`config.mk`:
```
export PLATFORM = sky130hd
export DESIGN_NAME = dwsp_port
export DESIGN_NICKNAME = d
export VERILOG_FILES = /design/src/design/dwsp_pkg.sv /design/src/design/dwsp_port.sv
export SDC_FILE = /design/constraint.sdc
export NUM_CORES = 1
export LEC_CHECK = 0
export ABC_AREA = 1
export BUFFER_PORTS_ARGS = -buffer_cell sky130_fd_sc_hd__buf_2
export CAP_MARGIN = 10
export CORE_ASPECT_RATIO = 1.2
export CORE_MARGIN = 2
export CORE_UTILIZATION = 56
export DETAILED_ROUTE_END_ITERATION = 6
export HOLD_SLACK_MARGIN = 0.12
export PLACE_DENSITY = 0.85
export SLEW_MARGIN = 20
export SYNTH_ARGS = -nofsm -noshare
export SYNTH_HDL_FRONTEND = slang
export SYNTH_HIERARCHICAL = 1
export SYNTH_SLANG_ARGS = --single-unit
```
`constraint.sdc`:
```
create_clock -name clock -period 2.7 [get_ports clock]
set_input_delay 0.405 -clock clock [delete_from_list [all_inputs] [get_ports clock]]
set_output_delay 0.405 -clock clock [all_outputs]
set_load 0.005 [all_outputs]
```
`src/design/dwsp_pkg.sv`:
```
// ****************************************
// dual wiper serial port constants
// ****************************************
package dwsp_pkg;
   // shift register geometry
   localparam int SHIFT_LEN = 17; // stages in the serial register
   localparam int CODE_W = 8; // bits in one wiper code
   localparam int SEL_POS = 16; // stack select, first bit sent
   localparam int POT1_MSB = 15; // potentiometer one code, msb
   localparam int POT1_LSB = 8; // potentiometer one code, lsb
   localparam int POT0_MSB = 7; // potentiometer zero code, msb
   localparam int POT0_LSB = 0; // potentiometer zero code, lsb
   localparam int LAST_STAGE = 16; // stage feeding the chain output
   // buffering
   localparam int FIFO_DEPTH = 4; // bits queued between pins and shifter
   localparam int FIFO_W = 1; // one serial bit per word
   // timing
   localparam int CLK_PERIOD_NS = 25; // system clock period
   localparam int SAVE_TIME_US = 4000; // least power-down save time
   localparam int SAVE_CYCLES =
      (SAVE_TIME_US * 1000 + CLK_PERIOD_NS - 1) / CLK_PERIOD_NS;
   localparam int SAVE_CNT_W = 18; // wide enough for SAVE_CYCLES
   // reset value of the serial register before restore
   localparam logic [16:0] SHIFT_RST = 17'h00000;
   // control sequencer states
   typedef enum logic [1:0] {
      DWSP_RESTORE,
      DWSP_RUN,
      DWSP_SAVE
   } dwsp_state_t;
endpackage

```
`src/design/dwsp_port.sv`:
```
`timescale 1ns/10ps

// ****************************************
// small synchronous fifo
// ****************************************
module dwsp_fifo #(
   parameter int WIDTH = 1,
   parameter int DEPTH = 4
) (
   // clock and reset
   input wire logic clock,
   input wire logic resetn,
   // filling side
   input wire logic in_valid,
   output logic in_ready,
   input wire logic [WIDTH-1:0] in_data,
   // draining side
   output logic out_valid,
   input wire logic out_ready,
   output logic [WIDTH-1:0] out_data
);
   localparam int AW = (DEPTH > 1) ? $clog2(DEPTH) : 1;
   logic [WIDTH-1:0] mem [DEPTH]; // storage words
   logic [AW-1:0] wr_q; // write pointer
   logic [AW-1:0] rd_q; // read pointer
   logic [AW:0] cnt_q; // words held
   logic push; // word taken this cycle
   logic pop; // word given this cycle

   assign in_ready = (cnt_q != (AW+1)'(DEPTH));
   assign out_valid = (cnt_q != '0);
   assign out_data = mem[rd_q];
   assign push = in_valid & in_ready;
   assign pop = out_valid & out_ready;

   // pointer wrap shared by both ends
   function automatic logic [AW-1:0] bump(input logic [AW-1:0] p);
      return (p == AW'(DEPTH - 1)) ? '0 : p + 1'b1;
   endfunction

   // storage, no reset needed on data
   always_ff @(posedge clock) begin
      if (push) begin
         mem[wr_q] <= in_data;
      end
   end

   // pointers and fill count
   always_ff @(posedge clock) begin
      if (!resetn) begin
         wr_q <= '0;
         rd_q <= '0;
         cnt_q <= '0;
      end else begin
         if (push) begin
            wr_q <= bump(wr_q);
         end
         if (pop) begin
            rd_q <= bump(rd_q);
         end
         // simultaneous push and pop leaves count alone
         if (push && !pop) begin
            cnt_q <= cnt_q + 1'b1;
         end else if (pop && !push) begin
            cnt_q <= cnt_q - 1'b1;
         end
      end
   end
endmodule

// ****************************************
// serial port, wiper latches, nv control
// ****************************************
module dwsp_port
   import dwsp_pkg::*;
#(
   parameter int SAVE_LEN = SAVE_CYCLES
) (
   // system clock and reset
   input wire logic clock,
   input wire logic resetn,
   // three-wire serial pins
   input wire logic port_enable,
   input wire logic port_clock,
   input wire logic port_data,
   output logic chain_data_output_q,
   output logic port_ready_q,
   // wiper multiplexer controls
   output logic [dwsp_pkg::CODE_W-1:0] wiper_code_zero_q,
   output logic [dwsp_pkg::CODE_W-1:0] wiper_code_one_q,
   output logic stack_select_q,
   output logic [dwsp_pkg::CODE_W-1:0] stacked_code_q,
   // supply monitor and nonvolatile copy
   input wire logic supply_low,
   input wire logic [dwsp_pkg::SHIFT_LEN-1:0] nv_read_data,
   output logic nv_write_en_q,
   output logic [dwsp_pkg::SHIFT_LEN-1:0] nv_write_data_q
);
   import dwsp_pkg::*;

   // ****************************************
   // pin synchronisers and edge finding
   // ****************************************
   logic en_s1_q, en_s2_q, en_d_q; // enable sync and history
   logic ck_s1_q, ck_s2_q, ck_d_q; // port clock sync and history
   logic dt_s1_q, dt_s2_q; // data sync
   logic lo_s1_q, lo_s2_q, lo_d_q; // supply low sync and history
   logic en_rise, en_fall, ck_rise, lo_rise; // one-cycle events

   // two flops per pin, plus history on all but data; first read only by second
   always_ff @(posedge clock) begin
      if (!resetn) begin
         en_s1_q <= 1'b0;
         en_s2_q <= 1'b0;
         ck_s1_q <= 1'b0;
         ck_s2_q <= 1'b0;
         dt_s1_q <= 1'b0;
         dt_s2_q <= 1'b0;
         lo_s1_q <= 1'b0;
         lo_s2_q <= 1'b0;
         en_d_q <= 1'b0;
         ck_d_q <= 1'b0;
         lo_d_q <= 1'b0;
      end else begin
         en_s1_q <= port_enable;
         en_s2_q <= en_s1_q;
         ck_s1_q <= port_clock;
         ck_s2_q <= ck_s1_q;
         dt_s1_q <= port_data;
         dt_s2_q <= dt_s1_q;
         lo_s1_q <= supply_low;
         lo_s2_q <= lo_s1_q;
         en_d_q <= en_s2_q;
         ck_d_q <= ck_s2_q;
         lo_d_q <= lo_s2_q;
      end
   end

   assign en_rise = en_s2_q & ~en_d_q;
   assign en_fall = ~en_s2_q & en_d_q;
   assign ck_rise = ck_s2_q & ~ck_d_q;
   assign lo_rise = lo_s2_q & ~lo_d_q;

   // ****************************************
   // port arming
   // ****************************************
   logic armed_q; // port open for bits

   // reset reads the enable pin as low: a high level at release arms
   always_ff @(posedge clock) begin
      if (!resetn) begin
         armed_q <= 1'b0;
      end else if (!en_s2_q) begin
         armed_q <= 1'b0;
      end else if (en_rise) begin
         armed_q <= 1'b1;
      end
   end

   // ****************************************
   // bit queue between pins and shifter
   // ****************************************
   dwsp_state_t state_q; // sequencer state
   logic push_bit; // sampled bit offered
   logic fifo_in_ready; // queue has room
   logic fifo_out_valid; // queue holds a bit
   logic fifo_pop_ok; // shifter willing
   logic [FIFO_W-1:0] fifo_out; // next bit to shift

   // sample data on each port clock rise while armed
   assign push_bit = armed_q & en_s2_q & ck_rise;
   // shifter stalls while restoring or saving
   assign fifo_pop_ok = (state_q == DWSP_RUN);

   dwsp_fifo #(
      .WIDTH(FIFO_W),
      .DEPTH(FIFO_DEPTH)
   ) u_fifo (
      .clock(clock),
      .resetn(resetn),
      .in_valid(push_bit),
      .in_ready(fifo_in_ready),
      .in_data(dt_s2_q),
      .out_valid(fifo_out_valid),
      .out_ready(fifo_pop_ok),
      .out_data(fifo_out)
   );

   // room flag for the host side, a full queue drops bits
   always_ff @(posedge clock) begin
      if (!resetn) begin
         port_ready_q <= 1'b0;
      end else begin
         port_ready_q <= fifo_in_ready;
      end
   end

   // ****************************************
   // control sequencer
   // ****************************************
   logic [SAVE_CNT_W-1:0] save_cnt_q; // save cycles left
   logic restored_q; // restore load pending for wipers

   // restore after reset, run, save on falling supply
   always_ff @(posedge clock) begin
      if (!resetn) begin
         state_q <= DWSP_RESTORE;
         save_cnt_q <= '0;
         restored_q <= 1'b0;
      end else begin
         // wipers also take the register the cycle after a restore
         restored_q <= (state_q == DWSP_RESTORE);
         case (state_q)
            DWSP_RESTORE: begin
               state_q <= DWSP_RUN;
            end
            DWSP_RUN: begin
               if (lo_rise) begin
                  state_q <= DWSP_SAVE;
                  save_cnt_q <= SAVE_CNT_W'(SAVE_LEN - 1);
               end
            end
            DWSP_SAVE: begin
               // once begun, a save runs to its end
               if (save_cnt_q == '0) begin
                  state_q <= DWSP_RUN;
               end else begin
                  save_cnt_q <= save_cnt_q - 1'b1;
               end
            end
            default: begin
               state_q <= DWSP_RUN;
            end
         endcase
      end
   end

   // ****************************************
   // serial shift register
   // ****************************************
   logic [SHIFT_LEN-1:0] shift_q; // the 17-stage register

   // new bits enter stage 0; after 17 the first sent sits
   // at the select position, pot one then pot zero below
   always_ff @(posedge clock) begin
      if (!resetn) begin
         shift_q <= SHIFT_RST;
      end else if (state_q == DWSP_RESTORE) begin
         shift_q <= nv_read_data;
      end else if (fifo_out_valid && fifo_pop_ok) begin
         shift_q <= {shift_q[LAST_STAGE-1:0], fifo_out[0]};
      end
   end

   // last stage is always visible, so read-back loops close
   always_ff @(posedge clock) begin
      if (!resetn) begin
         chain_data_output_q <= 1'b0;
      end else begin
         chain_data_output_q <= shift_q[LAST_STAGE];
      end
   end

   // ****************************************
   // apply to wipers on enable fall
   // ****************************************
   logic apply_pend_q; // fall seen, queue not drained yet
   logic apply_now; // load wipers this cycle

   // queued bits must land before the wipers take the value
   assign apply_now = apply_pend_q & ~fifo_out_valid & fifo_pop_ok;

   // a new fall wins over the clear of an older one
   always_ff @(posedge clock) begin
      if (!resetn) begin
         apply_pend_q <= 1'b0;
      end else if (en_fall) begin
         apply_pend_q <= 1'b1;
      end else if (apply_now) begin
         apply_pend_q <= 1'b0;
      end
   end

   // code ff is high end, 00 low end, passed through as is
   always_ff @(posedge clock) begin
      if (!resetn) begin
         wiper_code_zero_q <= '0;
         wiper_code_one_q <= '0;
         stack_select_q <= 1'b0;
         stacked_code_q <= '0;
      end else if (apply_now || restored_q) begin
         // no length check: whatever is held goes out
         wiper_code_one_q <= shift_q[POT1_MSB:POT1_LSB];
         wiper_code_zero_q <= shift_q[POT0_MSB:POT0_LSB];
         stack_select_q <= shift_q[SEL_POS];
         stacked_code_q <= shift_q[SEL_POS] ?
            shift_q[POT1_MSB:POT1_LSB] :
            shift_q[POT0_MSB:POT0_LSB];
      end
   end

   // ****************************************
   // nonvolatile save port
   // ****************************************
   // no wear status is read: worn cells leave the port working
   always_ff @(posedge clock) begin
      if (!resetn) begin
         nv_write_en_q <= 1'b0;
         nv_write_data_q <= SHIFT_RST;
      end else begin
         nv_write_en_q <= (state_q == DWSP_SAVE);
         if (state_q == DWSP_RUN && lo_rise) begin
            nv_write_data_q <= shift_q;
         end
      end
   end
endmodule

```
==> key figures <==
Flow run
  • Max Cap Viol: 0

Floorplanning
  • Ports: 68
  • Core ar.: 8063 µm²
  • Die width: 86.81 µm
  • Die area: roughly 9000 µm²
  • Initial Util: between 50% and 60%
  • Row cnt: 36
  • Die Y: around 100 µm

Timing
  • Hold Worst Slack: 0.2099 ns
  • Max Freq: between 400 and 500 MHz
  • Final Max Slew Viols: 0
  • Min Tclk post-route: 2.111 ns
  • Clock Skews: 0.01572 ns
  • Final setup fails: 0
  • Final Hold Viols: 0
  • Setup_tns: 0 ns
  • Worst-Margin Slew: 0.5087 ns
  • RSZ-0062 raised after global routing: no
  • Final worst-path cycle share: 78.17%
  • Rel. slew slack: 65.96%

Layout
  • Share of cells above drive strength 1: 17.93%
  • Nets: about 680
  • Fillers: 680
  • Layout Utilization: ~64%
  • Diode count: 0
  • Area Overhead vs Synth: 12.41%

Clocking
  • CTS Buf Count: 9
  • Clk pin slew, worst setup/hold paths: approximately 0.10 ns
  • Post-CTS Hold Fix Bufs: 0
  • # Post-CTS Setup Buffers: 0
  • Depth of the CTS H-tree: 3
  • CTS sink count: 109
  • Worst-Skew Late Latency: 0.37 ns
  • Post_cts resized: 0
  • TritonCTS clock tree: yes
  • Root buffer cell: clkbuf_8
  • CTS Buffer Depth: 2

Routing
  • Residual DRC: 0
  • Number of nets still failing antenna checks after routing: 0
  • DR iter-0 viols: 248
  • First-pass DRT Iterations: 5
  • Routed vias: 4,073
  • WL/cell: 13.71 µm
  • Routed vias/inst: between 5 and 6
  • Final WL: 10,330 µm

Pwr
  • Pwr Density: 743.1 nW/µm²
  • Lkg Pwr: 2.376 nW
  • Internal power: about 2.5 mW
  • Register share of total power: 52.1%
  • Net Sw Frac: 33.98%
  • Logic pwr share: 23.8%
  • Psw: between 1 and 1.5 mW
  • Part of the power in the clock network: 24.2%
  • Maximum vdd ir drop: 0.4856 mV

Yosys
  • Post-synth top area share: between 40 and 50%
  • Yosys warning total: 6
  • Cells after Synth: approximately 590
  • Ranking of synthesized cells by area: dfxtp_1 (46%), a21oi_1 (8.3%), nand2_1 (7.5%)
  • Mapped Nets: 625
  • #FFs+latches synth: 109
  • Synth Area per Inst: 7.758 µm²
  • Cell taking the most area after synthesis: dfxtp_1
  • Yosys cell types: 32
  • Post-synthesis cell area: 4608 µm²
  • Sequential cell area fraction in the yosys report: 48.22%

Global route
  • Initial antenna violation count: 0
  • First-pass GRT wire length: 16,470 µm
  • GR Util All Layers: 22.90%
  • Largest net degree at the start of global routing: 35
  • GRT Residual Overflow: 0
  • Vias in the first global route: 3,796

Place
  • # port buffers: 67
  • Placer Congestion: between 0.8 and 0.9
  • Post-DP HPWL: slightly above 7000 µm

Hold path
  • HP Class: input port to register

Setup path
  • CP Data Required Time: 3.02 ns
  • Crit Path Max Fanout: 7
  • Worst setup SP type: register
  • R2r setup slk: 0.59 ns
  • CP Capture Type: register
  • WP data arrival: 2.43 ns
  • Crit Path Class: register to register

Status
  • Run status: finished, final reports clean
[cell usage after synthesis]
master / count
dfxtp_1: 105
nand2_1: 92
a21oi_1: 76
nor2_1: 68
o21ai_0: 63
inv_1: 60
nand3_1: 30
clkbuf_1: 17
o22ai_1: 17
nand2_2: 8
buf_2: 7
ha_1: 7
nor2_2: 5
edfxtp_1: 4
nand2_4: 4
nand3b_1: 4
xor2_1: 4
nand4_1: 3
nor2_4: 3
a21oi_2: 2
buf_6: 2
nor3_1: 2
xnor2_1: 2
buf_4: 1
clkinv_1: 1
fa_1: 1
inv_2: 1
nand2_8: 1
nand3_4: 1
nand3b_2: 1
nor2_8: 1
or2_2: 1
[cells by family after synthesis]
group / Yosys count / synth area share (%)
AOI/OAI and AO/OA: 158 / 17.78
xor gates and xnor gates: 6 / 1.140
adders and majority gates: 8 / 2.335
buffers and inverters: 89 / 7.847
DFF: 109 / 48.22
and+or+nand+nor: 224 / 22.67
[cell type report]
| type | count | area, µm² | share of cell area (%) |
|---|---|---|---|
| Clock buffer | 11 | 141.4 | 2.729 |
| Clock inverter | 5 | 45.04 | 0.8696 |
| Inverter | 62 | 232.7 | 4.493 |
| Multi-Input combinational cell | 396 | 2024 | 39.08 |
| Sequential cell | 109 | 2222 | 42.90 |
| Tap cell | 95 | 118.9 | 2.295 |
| Timing Repair Buffer | 75 | 395.4 | 7.633 |
[sequential cells by signal (all words and copies together), names as in the netlist, 2 cells and up, named ones only]
| name | count |
|---|---|
| wiper_code_zero_q | 8 |
| u_fifo/wr_q | 2 |
| stacked_code_q | 8 |
| u_fifo/cnt_q | 3 |
| u_fifo/rd_q | 2 |
| nv_write_data_q | 17 |
| shift_q | 17 |
| state_q | 2 |
| save_cnt_q | 18 |
| u_fifo/mem | 4 |
| wiper_code_one_q | 8 |
[per-stage QoR]
stage	area [µm²]	power [mW]	setup slack, ns	std cells
6_report	5180	3.849	0.5893	753
5_1_grt	5180	4.075	0.3819	753
4_1_cts	5180	3.854	0.5954	753
3_5_place_dp	4994	2.933	0.6308	737
3_3_place_gp	4994	2.880	0.7636	737
2_1_floorplan	4608	2.667	0.8293	594
[routing by layer]
layer  up-vias  GRT usage, %  share of wire [%]
met5         -             0                  0
met4         0         9.255                2.1
met3        26         4.206                5.5
met2       130         39.40                 49
met1      1857         28.31                 43
li1       2060             -                  -
[cell usage in the layout, fill, tap and decap left out, drive strengths merged, types with 7 or more instances in the layout]
cell,count
ha,7
o22ai,17
nand3,31
buf,75
o21ai,63
inv,63
clkbuf,11
nor2,77
a21oi,78
dfxtp,105
nand2,105
[worst paths after layout]
path / end / startpoint / cells past startpoint
setup / recovery: u_fifo/cnt_q[2]$_SDFFE_PN0P_ / en_s2_q$_SDFF_PN0_ / 12
hold / removal: en_s1_q$_SDFF_PN0_ / port_enable / 3
setup reg to reg: u_fifo/cnt_q[2]$_SDFFE_PN0P_ / en_s2_q$_SDFF_PN0_ / 12
hold reg to reg: en_s2_q$_SDFF_PN0_ / en_s1_q$_SDFF_PN0_ / 2
[power by group through the flow]
stage,Sequential [mW],Combinational [mW],Clock [mW]
floorplan,1.98,0.683,0
global placement,2.02,0.861,0
detailed placement,2.03,0.903,0
CTS,2.00,0.908,0.948
global route,2.03,1.05,1.00
finish,2.00,0.914,0.931
[worst max-delay path: stages (launching register included)]
cell and delay [ns]:
dfxtp_1 0.36, nand2_1 0.06, nor3_1 0.39, nand2_4 0.14, inv_1 0.08, ha_1 0.16, inv_1 0.07, fa_1 0.41
nand2_1 0.13, nand3_1 0.09, nand2_1 0.07, inv_1 0.04, nor2_1 0.08
(Power assumes the default switching activity.)
